===== src/efbm_map.sv =====
// efbm_pkg: constants, types and register map of the fail-safe break map.
// efbm_map: combinational decode of one core access against the map.
// assumes: accesses come from logic on the same clock as the checker.
package efbm_pkg;
  // core access kinds
  typedef enum logic [1:0] {
    EFBM_FETCH = 2'b00,
    EFBM_READ  = 2'b01,
    EFBM_WRITE = 2'b10
  } efbm_kind_e;

  typedef struct packed {
    logic       valid;
    efbm_kind_e kind;
    logic [27:0] addr;
  } efbm_acc_s;

  typedef struct packed {
    logic       check_en;   // break checking on
    logic       rom_2m;     // internal rom reaches the second megabyte
    logic       mode_256;   // 0: 64 MB mode, 1: 256 MB mode
    logic [1:0] ram_code;   // 4096/12288/28672/61440 bytes
    logic [2:0] rom_code;   // 0,32,64,128,256,512,1024 KB
  } efbm_cfg_s;

  // register byte offsets
  localparam logic [7:0] EFBM_OFS_CFG      = 8'h00;
  localparam logic [7:0] EFBM_OFS_STATUS   = 8'h04;
  localparam logic [7:0] EFBM_OFS_IRQ_EN   = 8'h08;
  localparam logic [7:0] EFBM_OFS_IRQ_CLR  = 8'h0c;
  localparam logic [7:0] EFBM_OFS_BRK_ADDR = 8'h10;
  localparam logic [7:0] EFBM_OFS_BRK_INFO = 8'h14;

  // field positions and widths
  localparam int EFBM_CFG_W     = 8;
  localparam int EFBM_ST_FS_BIT = 0;
  localparam int EFBM_ST_WP_BIT = 1;
  localparam int EFBM_ST_W      = 2;
  localparam int EFBM_CNT_W     = 16;

  // values after reset
  localparam logic [7:0] EFBM_CFG_RST = 8'h80;
  localparam logic [1:0] EFBM_EN_RST  = 2'h0;

  // rom map
  localparam logic [27:0] EFBM_ROM_UNIT   = 28'h000_8000;
  localparam logic [2:0]  EFBM_ROM_MAXC   = 3'h6;
  localparam logic [27:0] EFBM_ROM_1M_END = 28'h00f_ffff;
  localparam logic [27:0] EFBM_ROM_2M_END = 28'h01f_ffff;

  // ram window
  localparam logic [27:0] EFBM_RAM_TOP_64   = 28'h3ff_efff;
  localparam logic [27:0] EFBM_RAM_TOP_256  = 28'hfff_efff;
  localparam logic [27:0] EFBM_RAM_AREA_64  = 28'h3ff_0000;
  localparam logic [27:0] EFBM_RAM_AREA_256 = 28'hfff_0000;
  localparam logic [27:0] EFBM_RAM_SZ0 = 28'h000_1000;
  localparam logic [27:0] EFBM_RAM_SZ1 = 28'h000_3000;
  localparam logic [27:0] EFBM_RAM_SZ2 = 28'h000_7000;
  localparam logic [27:0] EFBM_RAM_SZ3 = 28'h000_f000;
endpackage

`timescale 1ns/100ps
module efbm_map
  import efbm_pkg::*;
(
  // configuration and access
  input  wire efbm_pkg::efbm_cfg_s cfg,
  input  wire efbm_pkg::efbm_acc_s acc,
  // decode results
  output wire                      rom_hit,
  output wire                      ram_hit,
  output wire                      fs_hit,
  output wire                      wp_hit
);
  wire [27:0] rom_limit;
  wire [27:0] ram_size;
  wire [27:0] ram_top;
  wire [27:0] ram_area;
  wire [27:0] ram_base;
  wire        in_low_1m;
  wire        in_2nd_m;
  wire        in_ram_area;
  wire        is_write;

  // rom from zero upward, size doubles per code step
  assign rom_limit = EFBM_ROM_UNIT << (cfg.rom_code - 3'h1);
  assign rom_hit   = acc.valid && (cfg.rom_code != 3'h0) &&
                     (cfg.rom_code <= EFBM_ROM_MAXC) &&
                     (acc.addr < rom_limit);

  // ram ends at a fixed top and grows downward
  assign ram_size = (cfg.ram_code == 2'h0) ? EFBM_RAM_SZ0 :
                    (cfg.ram_code == 2'h1) ? EFBM_RAM_SZ1 :
                    (cfg.ram_code == 2'h2) ? EFBM_RAM_SZ2 : EFBM_RAM_SZ3;
  assign ram_top  = cfg.mode_256 ? EFBM_RAM_TOP_256 : EFBM_RAM_TOP_64;
  assign ram_area = cfg.mode_256 ? EFBM_RAM_AREA_256 : EFBM_RAM_AREA_64;
  assign ram_base = ram_top + 28'h000_0001 - ram_size;

  assign in_ram_area = (acc.addr >= ram_area) && (acc.addr <= ram_top);
  // the whole rounded-up window counts as memory, so no break above
  // a smaller target ram size
  assign ram_hit = acc.valid && in_ram_area &&
                   (acc.addr >= ram_base);

  assign is_write  = (acc.kind == EFBM_WRITE);
  assign in_low_1m = (acc.addr <= EFBM_ROM_1M_END);
  assign in_2nd_m  = cfg.rom_2m && !in_low_1m &&
                     (acc.addr <= EFBM_ROM_2M_END);

  // rom regions never fail-safe; any write there is protected
  assign wp_hit = acc.valid && cfg.check_en && is_write &&
                  (in_low_1m || in_2nd_m);
  // unmapped part of the ram area breaks on any access kind
  assign fs_hit = acc.valid && cfg.check_en && in_ram_area &&
                  (acc.addr < ram_base);
endmodule


===== src/efbm_top.sv =====
// efbm_top: address-map checker of an emulated core with an apb slave.
// assumes: core access port runs on pclk; debug software configures the
// map over apb before the core leaves reset.
//
// Summary of operation
// - internal rom maps from zero, 0 to 1024 KB by setting
// - internal ram ends at fixed top, grows down by chosen size
// - fetches and reads in lowest megabyte never fail-safe break
// - writes into the lowest megabyte raise a write-protect break
// - with rom in second megabyte, its reads never fail-safe break
// - any access to unmapped internal ram area raises fail-safe break
// - odd target ram sizes use next larger map, top unused not trapped
`timescale 1ns/100ps
module efbm_top
  import efbm_pkg::*;
(
  // clock and reset
  input  wire logic                pclk,
  input  wire logic                presetn,
  // apb slave
  input  wire logic                psel,
  input  wire logic                penable,
  input  wire logic                pwrite,
  input  wire logic [7:0]          paddr,
  input  wire logic [31:0]         pwdata,
  output logic                     pready,
  output logic [31:0]              prdata,
  output logic                     pslverr,
  // emulated core access
  input  wire efbm_pkg::efbm_acc_s acc,
  // break report to debug controller
  output logic                     brk_valid,
  output logic                     brk_wp,
  output logic [27:0]              brk_addr,
  // interrupt
  output logic                     irq
);
  import efbm_pkg::*;

  efbm_cfg_s            cfg;
  logic [EFBM_ST_W-1:0] status;
  logic [EFBM_ST_W-1:0] irq_en;
  logic [EFBM_CNT_W-1:0] brk_cnt;
  logic [1:0]           last_kind;

  wire rom_hit;
  wire ram_hit;
  wire fs_hit;
  wire wp_hit;

  // access decode against the current map
  efbm_map u_map (
    .cfg     (cfg),
    .acc     (acc),
    .rom_hit (rom_hit),
    .ram_hit (ram_hit),
    .fs_hit  (fs_hit),
    .wp_hit  (wp_hit)
  );

  // apb decode
  wire apb_setup = psel && !penable;
  wire apb_wr    = psel && penable && pready && pwrite;
  wire sel_cfg   = (paddr == EFBM_OFS_CFG);
  wire sel_st    = (paddr == EFBM_OFS_STATUS);
  wire sel_en    = (paddr == EFBM_OFS_IRQ_EN);
  wire sel_clr   = (paddr == EFBM_OFS_IRQ_CLR);
  wire sel_addr  = (paddr == EFBM_OFS_BRK_ADDR);
  wire sel_info  = (paddr == EFBM_OFS_BRK_INFO);
  wire sel_ro    = sel_st || sel_addr || sel_info;
  wire sel_any   = sel_cfg || sel_ro || sel_en || sel_clr;
  // write to a read-only word, read of the clear word, or any access to an unmapped word
  wire bad_acc   = !sel_any || (pwrite && sel_ro) ||
                   (!pwrite && sel_clr);

  // break events: write protect wins if both ever coincide
  wire brk_hit = fs_hit || wp_hit;
  wire [EFBM_ST_W-1:0] set_bits = {wp_hit, fs_hit};
  wire [EFBM_ST_W-1:0] clr_bits =
    (apb_wr && sel_clr) ? pwdata[EFBM_ST_W-1:0] : '0;
  // set wins over a clear in the same cycle
  wire [EFBM_ST_W-1:0] next_status = (status & ~clr_bits) | set_bits;

  wire [31:0] rd_info = {8'h00, 4'h0, rom_hit, ram_hit, last_kind,
                         brk_cnt};
  wire [31:0] next_prdata =
    sel_cfg  ? {{(32-EFBM_CFG_W){1'b0}}, cfg} :
    sel_st   ? {{(32-EFBM_ST_W){1'b0}}, status} :
    sel_en   ? {{(32-EFBM_ST_W){1'b0}}, irq_en} :
    sel_addr ? {4'h0, brk_addr} :
    sel_info ? rd_info : 32'h0000_0000;

  // one wait-free access phase: pready rises on the cycle after setup
  always_ff @(posedge pclk or negedge presetn) begin
    if (!presetn) begin
      pready  <= 1'b0;
      prdata  <= 32'h0000_0000;
      pslverr <= 1'b0;
    end else begin
      pready  <= apb_setup;
      prdata  <= (apb_setup && !pwrite) ? next_prdata : 32'h0000_0000;
      pslverr <= apb_setup && bad_acc;
    end
  end

  // software registers; the map is only meant to change while the
  // core is held in reset, nothing here guards against a late write
  always_ff @(posedge pclk or negedge presetn) begin
    if (!presetn) begin
      cfg    <= EFBM_CFG_RST;
      irq_en <= EFBM_EN_RST;
    end else begin
      if (apb_wr && sel_cfg) begin
        cfg <= pwdata[EFBM_CFG_W-1:0];
      end
      if (apb_wr && sel_en) begin
        irq_en <= pwdata[EFBM_ST_W-1:0];
      end
    end
  end

  // sticky status and interrupt level
  always_ff @(posedge pclk or negedge presetn) begin
    if (!presetn) begin
      status <= '0;
      irq    <= 1'b0;
    end else begin
      status <= next_status;
      irq    <= |(next_status & irq_en);
    end
  end

  // one report per offending access, address captured with it
  always_ff @(posedge pclk or negedge presetn) begin
    if (!presetn) begin
      brk_valid <= 1'b0;
      brk_wp    <= 1'b0;
      brk_addr  <= 28'h000_0000;
      brk_cnt   <= '0;
      last_kind <= 2'h0;
    end else begin
      brk_valid <= brk_hit;
      if (brk_hit) begin
        brk_wp    <= wp_hit;
        brk_addr  <= acc.addr;
        brk_cnt   <= brk_cnt + 16'h0001;
        last_kind <= acc.kind;
      end
    end
  end
endmodule


===== config.mk =====
export PLATFORM = sky130hd
export DESIGN_NAME = efbm_top
export DESIGN_NICKNAME = d
export VERILOG_FILES = /design/src/efbm_map.sv /design/src/efbm_top.sv
export SDC_FILE = /design/constraint.sdc
export NUM_CORES = 1
export LEC_CHECK = 0
export BUFFER_PORTS_ARGS = -buffer_cell sky130_fd_sc_hd__buf_2
export CAP_MARGIN = 20
export CORE_UTILIZATION = 54
export CTS_BUF_LIST = sky130_fd_sc_hd__clkbuf_8 sky130_fd_sc_hd__clkbuf_16
export CTS_CLUSTER_DIAMETER = 50
export DETAILED_ROUTE_END_ITERATION = 7
export GPL_ROUTABILITY_DRIVEN = 0
export MAX_ROUTING_LAYER = met4
export PLACE_DENSITY = 0.85
export SLEW_MARGIN = 20
export SYNTH_ARGS = -nofsm -noshare
export SYNTH_HDL_FRONTEND = slang
export SYNTH_HIERARCHICAL = 1
export SYNTH_SLANG_ARGS = --single-unit

===== constraint.sdc =====
create_clock -name pclk -period 4.42 [get_ports pclk]
set_input_delay 0.221 -clock pclk [delete_from_list [all_inputs] [get_ports pclk]]
set_output_delay 0.221 -clock pclk [all_outputs]
set_load 0.005 [all_outputs]

==> reports/results.tsv, run 1 <==
metric	value	unit
hp-class	in -> reg	
switching_power	0.3385	mW
regToRegEndpoint	brk_addr[12]	
grt_max_degree	92	
drive_gt1_frac	0.3919	
nFillCells	581	
vias	3189	
finalHoldViolations	0	
clk_pin_slew	0.09	ns
reg2reg_setup_slack	0.99	ns
skew	0.01101	ns
fin_crit	3.427	ns
max_slew_margin	0.3921	
grt_antenna_before_repair	0	
async_reset_ff_frac	1.000	
cp.arrival	3.67	ns
drc	0	
clockRootBuffer	clkbuf_8	
yosysSeqAreaShare	0.5357	
worst_pin_slew	0.9049	ns
layout_common_cells	112 x buf_2, 90 x dfrtp_1, 39 x mux2_2, 22 x nor2_1, 17 x ha_1	
ioPinCount	141	
hp-start	penable	
intPower	1.098	mW
grt_pass1_wl	15460	um
die_h	90.75	um
hold_end	pready	
worst_slack	0.9932	ns
drt_first_pass_iters	4	
chipWidth	90.75	um
first_iter_violations	98	
grt_pass1_vias	3182	
grt_use_total	0.2488	
synthCells	351	
power_density	281.9	nW/um^2
syn-cell-area	4253	sq um
seqPwrFrac	0.581	
diodes	0	
crit_required	4.66	ns
worstSetupEndpointType	register	
worstPathCellList	inv_1 -> ha_1 -> nand4_1 -> nor4_1 -> nand2_1 -> nor3b_1 -> or2_2 -> mux2_2	
max_stage_delay	0.82	ns
path_class	reg -> reg	
cts_buffers	9	
setup_tns	0	ns
area_growth	19.80	%
clk_latency	0.36	ns
crit_slowest_cell	or2_2	
clk_path_buf_depth	2	
final_common_cell	buf_2	
synth.distinct_cells	56	
reg2regPathDepth	8	
overflow	0	
min_path_cells	2	
cts-htree-levels	3	
antenna_left	0	
dieArea	8235	sq um
start_util	0.5711	
slew_violations	0	
ys.flop_type	dfrtp_1	
max_freq	291.8	MHz
portBuffers	112	
place_area	4892	sq um
cap_violations	0	
worstSetupStartpointType	register	
ys_seq_elements	91	
row_count	31	
avgSynthCellArea	12.12	sq um
tritoncts	built	
switching_share	0.2357	
r2r-start	cfg[5]	
yosysWarnings	6	
setup_viol	0	
nets	555	
ctsResizeCount	0	
wl_per_cell	16.59	um
drt-total-wl	9388	um
vias_per_cell	5.634	
power.leakage	2.664	nW
place_ws	1.036	ns
synth-edff-count	0	
design_area	5095	sq um
ir_worst_vdd	156.2	uV
cts.sinks	91	
status	finished, final reports clean	
dpl.hpwl	6923	um
finalCritPeriodShare	0.7753	
fin_hold_ws	0.06029	ns
cp.depth	8	
worstPathMaxFanout	35	
fp.coreArea	7447	sq um
rsz0062_at_grt	no	
combPwrFrac	0.062	
cts_setup_buffers	0	
path_delay_family	simple AND/OR/NAND/NOR gates	
pwr-share-clk	0.358	
cp.buffers_inverters	1	
## state kept, by name, indices dropped and copies added (netlist names)
register / count
irq_en: 2
pslverr: 1
brk_valid: 1
brk_cnt: 16
irq: 1
prdata: 28
brk_addr: 28
brk_wp: 1
pready: 1
cfg: 8
status: 2
last_kind: 2
## kinds of logic (layout without fill, tap and decap cells)
group,after synthesis,in the layout,share of synthesized area
AND/OR/NAND/NOR,104,104,0.1421
flip-flops,91,91,0.5357
AO/OA/AOI/OAI,51,51,0.09002
multiplexers,47,47,0.1244
buffers and inverters,25,138,0.02589
adder cells (fa/ha/maj),17,17,0.05001
XOR/XNOR,15,15,0.03089
other,1,4,0.0008818
## synthesized netlist by cell type (2+ instances only)
| cell type | n | area (sq um) |
|---|---|---|
| or3b_1 | 2 | 17.52 |
| dfrtp_1 | 90 | 2252 |
| and2_1 | 10 | 62.56 |
| inv_1 | 7 | 26.28 |
| o22ai_1 | 3 | 18.77 |
| xor2_1 | 8 | 70.07 |
| nor2b_1 | 5 | 31.28 |
| nor3b_1 | 4 | 30.03 |
| xnor2_1 | 7 | 61.31 |
| mux2i_1 | 6 | 60.06 |
| mux2_4 | 2 | 30.03 |
| or2_2 | 2 | 12.51 |
| nand3_1 | 6 | 30.03 |
| o2bb2ai_1 | 6 | 52.55 |
| nand2_1 | 10 | 37.54 |
| a31o_2 | 2 | 17.52 |
| a21o_1 | 3 | 22.52 |
| nor4_1 | 4 | 25.02 |
| clkbuf_1 | 11 | 41.29 |
| a211o_1 | 2 | 17.52 |
| buf_1 | 2 | 7.510 |
| o21ai_0 | 4 | 20.02 |
| nand4_1 | 9 | 56.30 |
| a22oi_1 | 14 | 105.1 |
| buf_4 | 4 | 30.03 |
| ha_1 | 17 | 212.7 |
| a21oi_1 | 5 | 25.02 |
| nor3_1 | 5 | 25.02 |
| mux2_2 | 39 | 439.2 |
| o21a_1 | 2 | 15.01 |
| nand3b_1 | 5 | 37.54 |
| or4_1 | 2 | 15.01 |
| o211ai_1 | 2 | 15.01 |
| nor2_1 | 22 | 82.58 |
| o32a_1 | 2 | 20.02 |
| and3_1 | 7 | 43.79 |
## per-layer routing
metal  part of all wire  up-vias  GRT usage
met1               0.45     1565     0.3169
met5                  0        -          -
met2               0.48      117     0.3977
met4              0.019        0     0.1035
met3              0.053       15    0.03872
li1                   -     1492          -
## worst max path at each step
stage               startpoint      endpoint  slack (ns)
floorplan               cfg[4]   brk_addr[0]        1.62
global placement        cfg[5]  brk_addr[25]        1.10
detailed placement      cfg[5]  brk_addr[14]        1.04
CTS                     cfg[5]  brk_addr[12]        1.01
global route            cfg[5]   brk_cnt[13]        0.84
finish                  cfg[5]  brk_addr[12]        0.99
## power by group through the flow
stage,logic [mW],clock network (mW),registers (mW)
detailed placement,0.0870,0,0.851
CTS,0.0872,0.520,0.834
finish,0.0887,0.514,0.834
global route,0.0995,0.556,0.834
global placement,0.0832,0,0.851
floorplan,0.0324,0,0.851
## area by class of cell
type / instances / area [sq um] / share of cell area
clock buffer: 11 / 151.4 / 0.02972
clock inverter: 5 / 28.78 / 0.005648
inverter: 7 / 26.28 / 0.005157
multi-input combinational: 238 / 1897 / 0.3723
sequential: 91 / 2278 / 0.4472
tap: 99 / 123.9 / 0.02431
timing repair buffer: 115 / 589.3 / 0.1157
## metrics by stage
stage	power, mW	utilization	cells
after global placement	0.9338	0.6563	548
after global routing	1.490	0.6841	566
after floorplan	0.8832	-	354
final	1.436	0.6841	566
after detailed placement	0.9376	0.6569	549
after CTS	1.441	0.6811	565
## repair_timing
action                                  in CTS  in global routing
hold buffers                                 0                  1
hold endpoints to repair                     0                 45
endpoints found under the setup margin       0                  0
(Power assumes the default switching activity.)
==> run 2: changes to the inputs <==
- CORE_UTILIZATION: 54 -> 46
- PLACE_DENSITY: 0.85 -> 0.77
- clock period: 4.42 -> 2.82 ns (I/O delays scaled with it)
==> run 2 against run 1 <==
Compared with the run above:
- cell area rose by 3.2%
- the flow now finishes with violations (DRC)
- routed wire length rose by 7.1%
- clock power rose by 55%
- largest power group unchanged
- sequential share of layout area fell by 1.4 points
- critical path type unchanged
- combinational power rose by 66%
- highest routed layer unchanged
- first-iteration DRC count rose by 32%
- final cell count rose by 4.2%
- non-clock buffer count rose by 15
- sequential cell count did not move
- worst hold slack got worse by 0.040 ns
- setup slack got worse by 0.84 ns
- global-route usage fell by 2.1 points
==> reports/results.tsv, run 2 (synthesis gave the netlist of run 1 again) <==
metric	value	unit	change
ioPinCount	141		unchanged
clk_pin_slew	0.09	ns	about the same
cts_buffers	9		unchanged
cts-htree-levels	3		unchanged
power_density	428.4	nW/um^2	+52%
ir_worst_vdd	245.8	uV	+57%
drt_first_pass_iters	8		+4
skew	0.01516	ns	+0.004145 ns
finalHoldViolations	0		unchanged
drt-total-wl	10050	um	+7.1%
row_count	34		+9.7%
start_util	0.4806		-0.09044
design_area	5256	sq um	+3.2%
die_h	98.15	um	+8.2%
worstSetupStartpointType	register		
place_area	5021	sq um	+2.6%
dpl.hpwl	7275	um	+5.1%
clk_latency	0.37	ns	about the same
fin_hold_ws	0.02036	ns	-0.03994 ns
power.leakage	2.736	nW	+2.7%
slew_violations	0		unchanged
status	finished, violations left		
violations	DRC		
drive_gt1_frac	0.4108		+0.01893
max_freq	375.4	MHz	+29%
grt_pass1_vias	3226		+1.4%
rsz0062_at_grt	no		
vias_per_cell	5.527		-1.9%
max_slew_margin	0.5036		+0.1115
tritoncts	built		
fin_crit	2.664	ns	-0.7627 ns
worst_pin_slew	0.7405	ns	-0.1644 ns
worstSetupEndpointType	register		
clockRootBuffer	clkbuf_8		
overflow	0		unchanged
top_regs	brk_addr: 28 flops, prdata: 28 flops, brk_cnt: 16 flops		
cts_setup_buffers	0		unchanged
finalCritPeriodShare	0.9447		+0.1694
nets	570		+2.7%
cts.sinks	91		unchanged
chipWidth	98.15	um	+8.2%
drc	6		+6
area_growth	23.60	%	
worst_slack	0.1559	ns	-0.8373 ns
antenna_left	0		unchanged
final_common_cell	buf_2		
clk_path_buf_depth	2		unchanged
fp.coreArea	8848	sq um	+19%
setup_viol	0		unchanged
crit_required	3.08	ns	-1.58 ns
hp-class	in -> reg		
grt_pass1_wl	16480	um	+6.6%
worstPathMaxFanout	4		-89%
grt_use_total	0.2274		-0.02147
first_iter_violations	129		+32%
grt_antenna_before_repair	0		unchanged
wl_per_cell	17.04	um	+2.7%
setup_tns	0	ns	unchanged
portBuffers	112		unchanged
cp.arrival	2.92	ns	-0.75 ns
cap_violations	0		unchanged
path_class	reg -> reg		
vias	3261		+2.3%
layout_common_cells	111 x buf_2, 90 x dfrtp_1, 39 x mux2_2, 22 x nor2_1, 17 x ha_1		
grt_max_degree	50		-46%
diodes	0		unchanged
place_ws	-0.02210	ns	-1.058 ns
dieArea	9633	sq um	+17%
==> run 2: cell types whose count changed in the layout (fill, tap and decap cells not counted), moves of 2 or more <==
cell           delta
dlygate4sd3_1     +3
buf_4            +12
nor4_1            -2
buf_12            +2
nor4_2            +3
==> run 2: power by group <==
part | leakage, nW | switching, mW | internal [mW]
clock | 0.0869 | 0.461 | 0.337
combinational | 1.38 | 0.0896 | 0.0574
sequential | 1.27 | 0.00130 | 1.31
==> run 2: final timing paths <==
kind | start | endpoint | slack, ns | cells after the start
setup / recovery | cfg[5] | brk_cnt[14] | 0.16 | 11
hold / removal | pwdata[5] | cfg[5] | 0.02 | 2
setup reg to reg | cfg[5] | brk_cnt[14] | 0.16 | 11
hold reg to reg | brk_cnt[15] | brk_cnt[15] | 0.48 | 1
max in group asynchronous | presetn | prdata[18] | 1.69 | 3
min in group asynchronous | presetn | irq | 0.35 | 2
==> run 2: per-stage QoR <==
step | util | instances | power [mW]
6_report | 0.5940 | 590 | 2.252
5_1_grt | 0.5940 | 590 | 2.353
4_1_cts | 0.5922 | 590 | 2.265
3_5_place_dp | 0.5674 | 570 | 1.473
3_3_place_gp | 0.5674 | 570 | 1.468
2_1_floorplan | - | 354 | 1.384
==> run 2: area by class of cell <==
cell class	count	area, sq um
Sequential cell	91	2278
Clock inverter	6	35.03
Multi-Input combinational cell	238	1911
Fill cell	747	3592
Inverter	7	26.28
Tap cell	108	135.1
Clock buffer	10	137.6
Timing Repair Buffer	130	733.2
==> run 2: worst max-delay path, cell delays in order (launching register included) <==
cell and delay (ns):
dfrtp_1 0.35, inv_1 0.06, ha_1 0.29, nand4_1 0.11
nor4_2 0.41, nand2_1 0.12, nor3b_2 0.24, buf_4 0.18
o211ai_1 0.20, nor4_2 0.29, nand4_1 0.17, xnor2_1 0.15
==> run 2: what timing repair did <==
item                                    4_1_cts  5_1_grt
resized for setup                             1        3
hold buffers                                  4        0
endpoints found under the hold margin        49        0
endpoints found under the setup margin        1       26
==> run 2: routing by layer <==
layer,vias up,GRT usage,share of wire
met4,0,0.07922,0.021
met5,-,-,0
li1,1515,-,-
met3,15,0.03937,0.052
met2,114,0.3472,0.47
met1,1617,0.3076,0.46
==> run 3: changes to the inputs <==
- CORE_UTILIZATION: 46 -> 51
- PLACE_DENSITY: 0.77 -> 0.81
- clock period: 2.82 -> 2.8 ns (I/O delays scaled with it)
==> run 3 against run 2 <==
Compared with the run above:
- final cell count shrank 1.0%
- clock power grew 16%
- critical path depth shrank 2
- non-clock buffer count is the same
- global-route usage grew 1.8 points
- utilization grew 7.5 points
- largest cell class unchanged
- the run now ends clean
- register-to-register slack gained 0.07 ns
- critical endpoint is now prdata[19]
- sequential power is essentially flat
- routed wire length shrank 3.8%
- first-iteration DRC count shrank 24%
- clock-buffer cell count is the same
- largest power group unchanged
- setup slack gained 0.068 ns
==> reports/results.tsv, run 3 (synthesis gave the netlist of run 1 again) <==
metric	value	unit	change
finalHoldViolations	0		unchanged
clk_path_buf_depth	2		unchanged
final_common_cell	buf_2		
cts.sinks	91		unchanged
max_stage_delay	0.46	ns	+0.05 ns
crit_slowest_cell	dfrtp_1		
drive_gt1_frac	0.4129		+0.002075
layout_common_cells	111 x buf_2, 90 x dfrtp_1, 39 x mux2_2, 22 x nor2_1, 17 x ha_1		
setup_tns	0	ns	unchanged
row_count	32		-5.9%
power.leakage	2.756	nW	+0.75%
die_h	93.32	um	-4.9%
clk_latency	0.36	ns	about the same
nets	570		unchanged
top_regs	brk_addr: 28 flops, prdata: 28 flops, brk_cnt: 16 flops		
clockRootBuffer	clkbuf_8		
worstSetupEndpointType	register		
slew_violations	0		unchanged
cts_setup_buffers	0		unchanged
setup_viol	0		unchanged
clk_pin_slew	0.10	ns	about the same
ir_worst_vdd	324.4	uV	+32%
chipWidth	93.32	um	-4.9%
switching_share	0.2384		-0.006722
worstPathCellList	inv_1 -> ha_1 -> or3b_1 -> ha_1 -> and4_2 -> a2111oi_2 -> and3_1 -> a22oi_1 -> nor2_1		
diodes	0		unchanged
finalCritPeriodShare	0.9199		-0.02482
start_util	0.5392		+0.05855
combPwrFrac	0.062		-0.003
cp.arrival	2.86	ns	-0.06 ns
seqPwrFrac	0.551		-0.029
hp-class	in -> reg		
status	finished, final reports clean		
ioPinCount	141		unchanged
dpl.hpwl	7200	um	-1.0%
portBuffers	112		unchanged
final_util	0.6694		+0.07538
rsz0062_at_grt	no		
grt_antenna_before_repair	0		unchanged
fp.coreArea	7888	sq um	-11%
intPower	1.820	mW	+7.1%
setup.worst_path.start	cfg[2]		
cap_violations	0		unchanged
drc	0		-6
pwr-share-clk	0.387		+0.033
skew	0.01183	ns	-0.003325 ns
min_path_cells	2		unchanged
grt_pass1_vias	3253		+0.84%
reg2regPathDepth	9		-2
dieArea	8708	sq um	-9.6%
cts_buffers	9		unchanged
wl_per_cell	16.55	um	-2.8%
max_freq	388.2	MHz	+3.4%
path_class	reg -> reg		
grt_pass1_wl	15650	um	-5.0%
area_growth	24.15	%	
antenna_left	0		unchanged
drt-total-wl	9668	um	-3.8%
fin_crit	2.576	ns	-0.08838 ns
worst_pin_slew	0.6081	ns	-0.1324 ns
cpMostUsedCell	ha_1		
crit_required	3.09	ns	about the same
worstPathMaxFanout	5		+1
max_slew_margin	0.5937		+0.09008
hp-start	acc[9]		
worstSetupStartpointType	register		
power_density	452.6	nW/um^2	+5.6%
r2r-start	cfg[2]		
grt_max_degree	49		-2.0%
grt_use_total	0.2456		+0.01823
tritoncts	built		
switching_power	0.5698	mW	+3.2%
vias_per_cell	5.522		about the same
vias	3225		-1.1%
cts-htree-levels	3		unchanged
drt_first_pass_iters	4		-4
overflow	0		unchanged
nFillCells	620		-17%
first_iter_violations	98		-24%
==> run 3: metrics by stage <==
step,cell area [sq um],setup WS [ns],power (mW),cells,hold slack [ns]
6_report,5280,0.2243,2.390,584,0.01520
2_1_floorplan,4264,0.001352,1.394,354,-0.1556
5_1_grt,5280,0.05470,2.484,584,0.004242
4_1_cts,5259,0.05261,2.406,583,0.002714
3_5_place_dp,5014,-0.01143,1.485,564,0.1702
3_3_place_gp,5014,0.1542,1.479,564,0.1628
==> run 3: critical path, delay by kind of cell, from the launching register on <==
kind	cells	cell delay [ns]
flops	1	0.46
fa+ha+maj	2	0.62
simple gates	4	0.88
buf+inv	1	0.11
compound gates	2	0.44
==> run 3: final timing paths <==
path	to	slack, ns
min in group asynchronous	prdata[26]	0.32
worst max register to register	prdata[19]	0.22
worst min register to register	brk_cnt[15]	0.48
max in group asynchronous	brk_cnt[12]	1.85
worst min-delay path	brk_addr[9]	0.02
worst max-delay path	prdata[19]	0.22
==> run 3: final cells by class <==
type	instances	area, sq um	area share
inverters	7	26.28	0.004976
flip-flops and latches	91	2278	0.4315
clock buffers	10	137.6	0.02607
well taps	102	127.6	0.02417
repair buffers	130	733.2	0.1389
multi-input cells	238	1906	0.3609
clock inverters	6	71.32	0.01351
==> run 3: power groups by stage <==
stage,Clock [mW],Sequential (mW),Combinational (mW)
after CTS,0.943,1.32,0.146
after detailed placement,0,1.34,0.142
after global placement,0,1.34,0.137
after global routing,1.00,1.32,0.167
after floorplan,0,1.34,0.0511
final,0.926,1.32,0.148
==> run 3: what timing repair did <==
| action | 4_1_cts | 5_1_grt |
|---|---|---|
| resized for setup | 1 | 2 |
| hold buffers | 3 | 1 |
| hold endpoints to repair | 44 | 1 |
| endpoints found under the setup margin | 1 | 5 |
| gates cloned | 0 | 0 |
==> run 3: routing by layer <==
layer,vias to the layer above,share of wire,track usage
met5,-,0,-
met4,0,0.0092,0.07051
met1,1589,0.45,0.3113
li1,1515,-,-
met2,113,0.48,0.4013
met3,8,0.056,0.05122
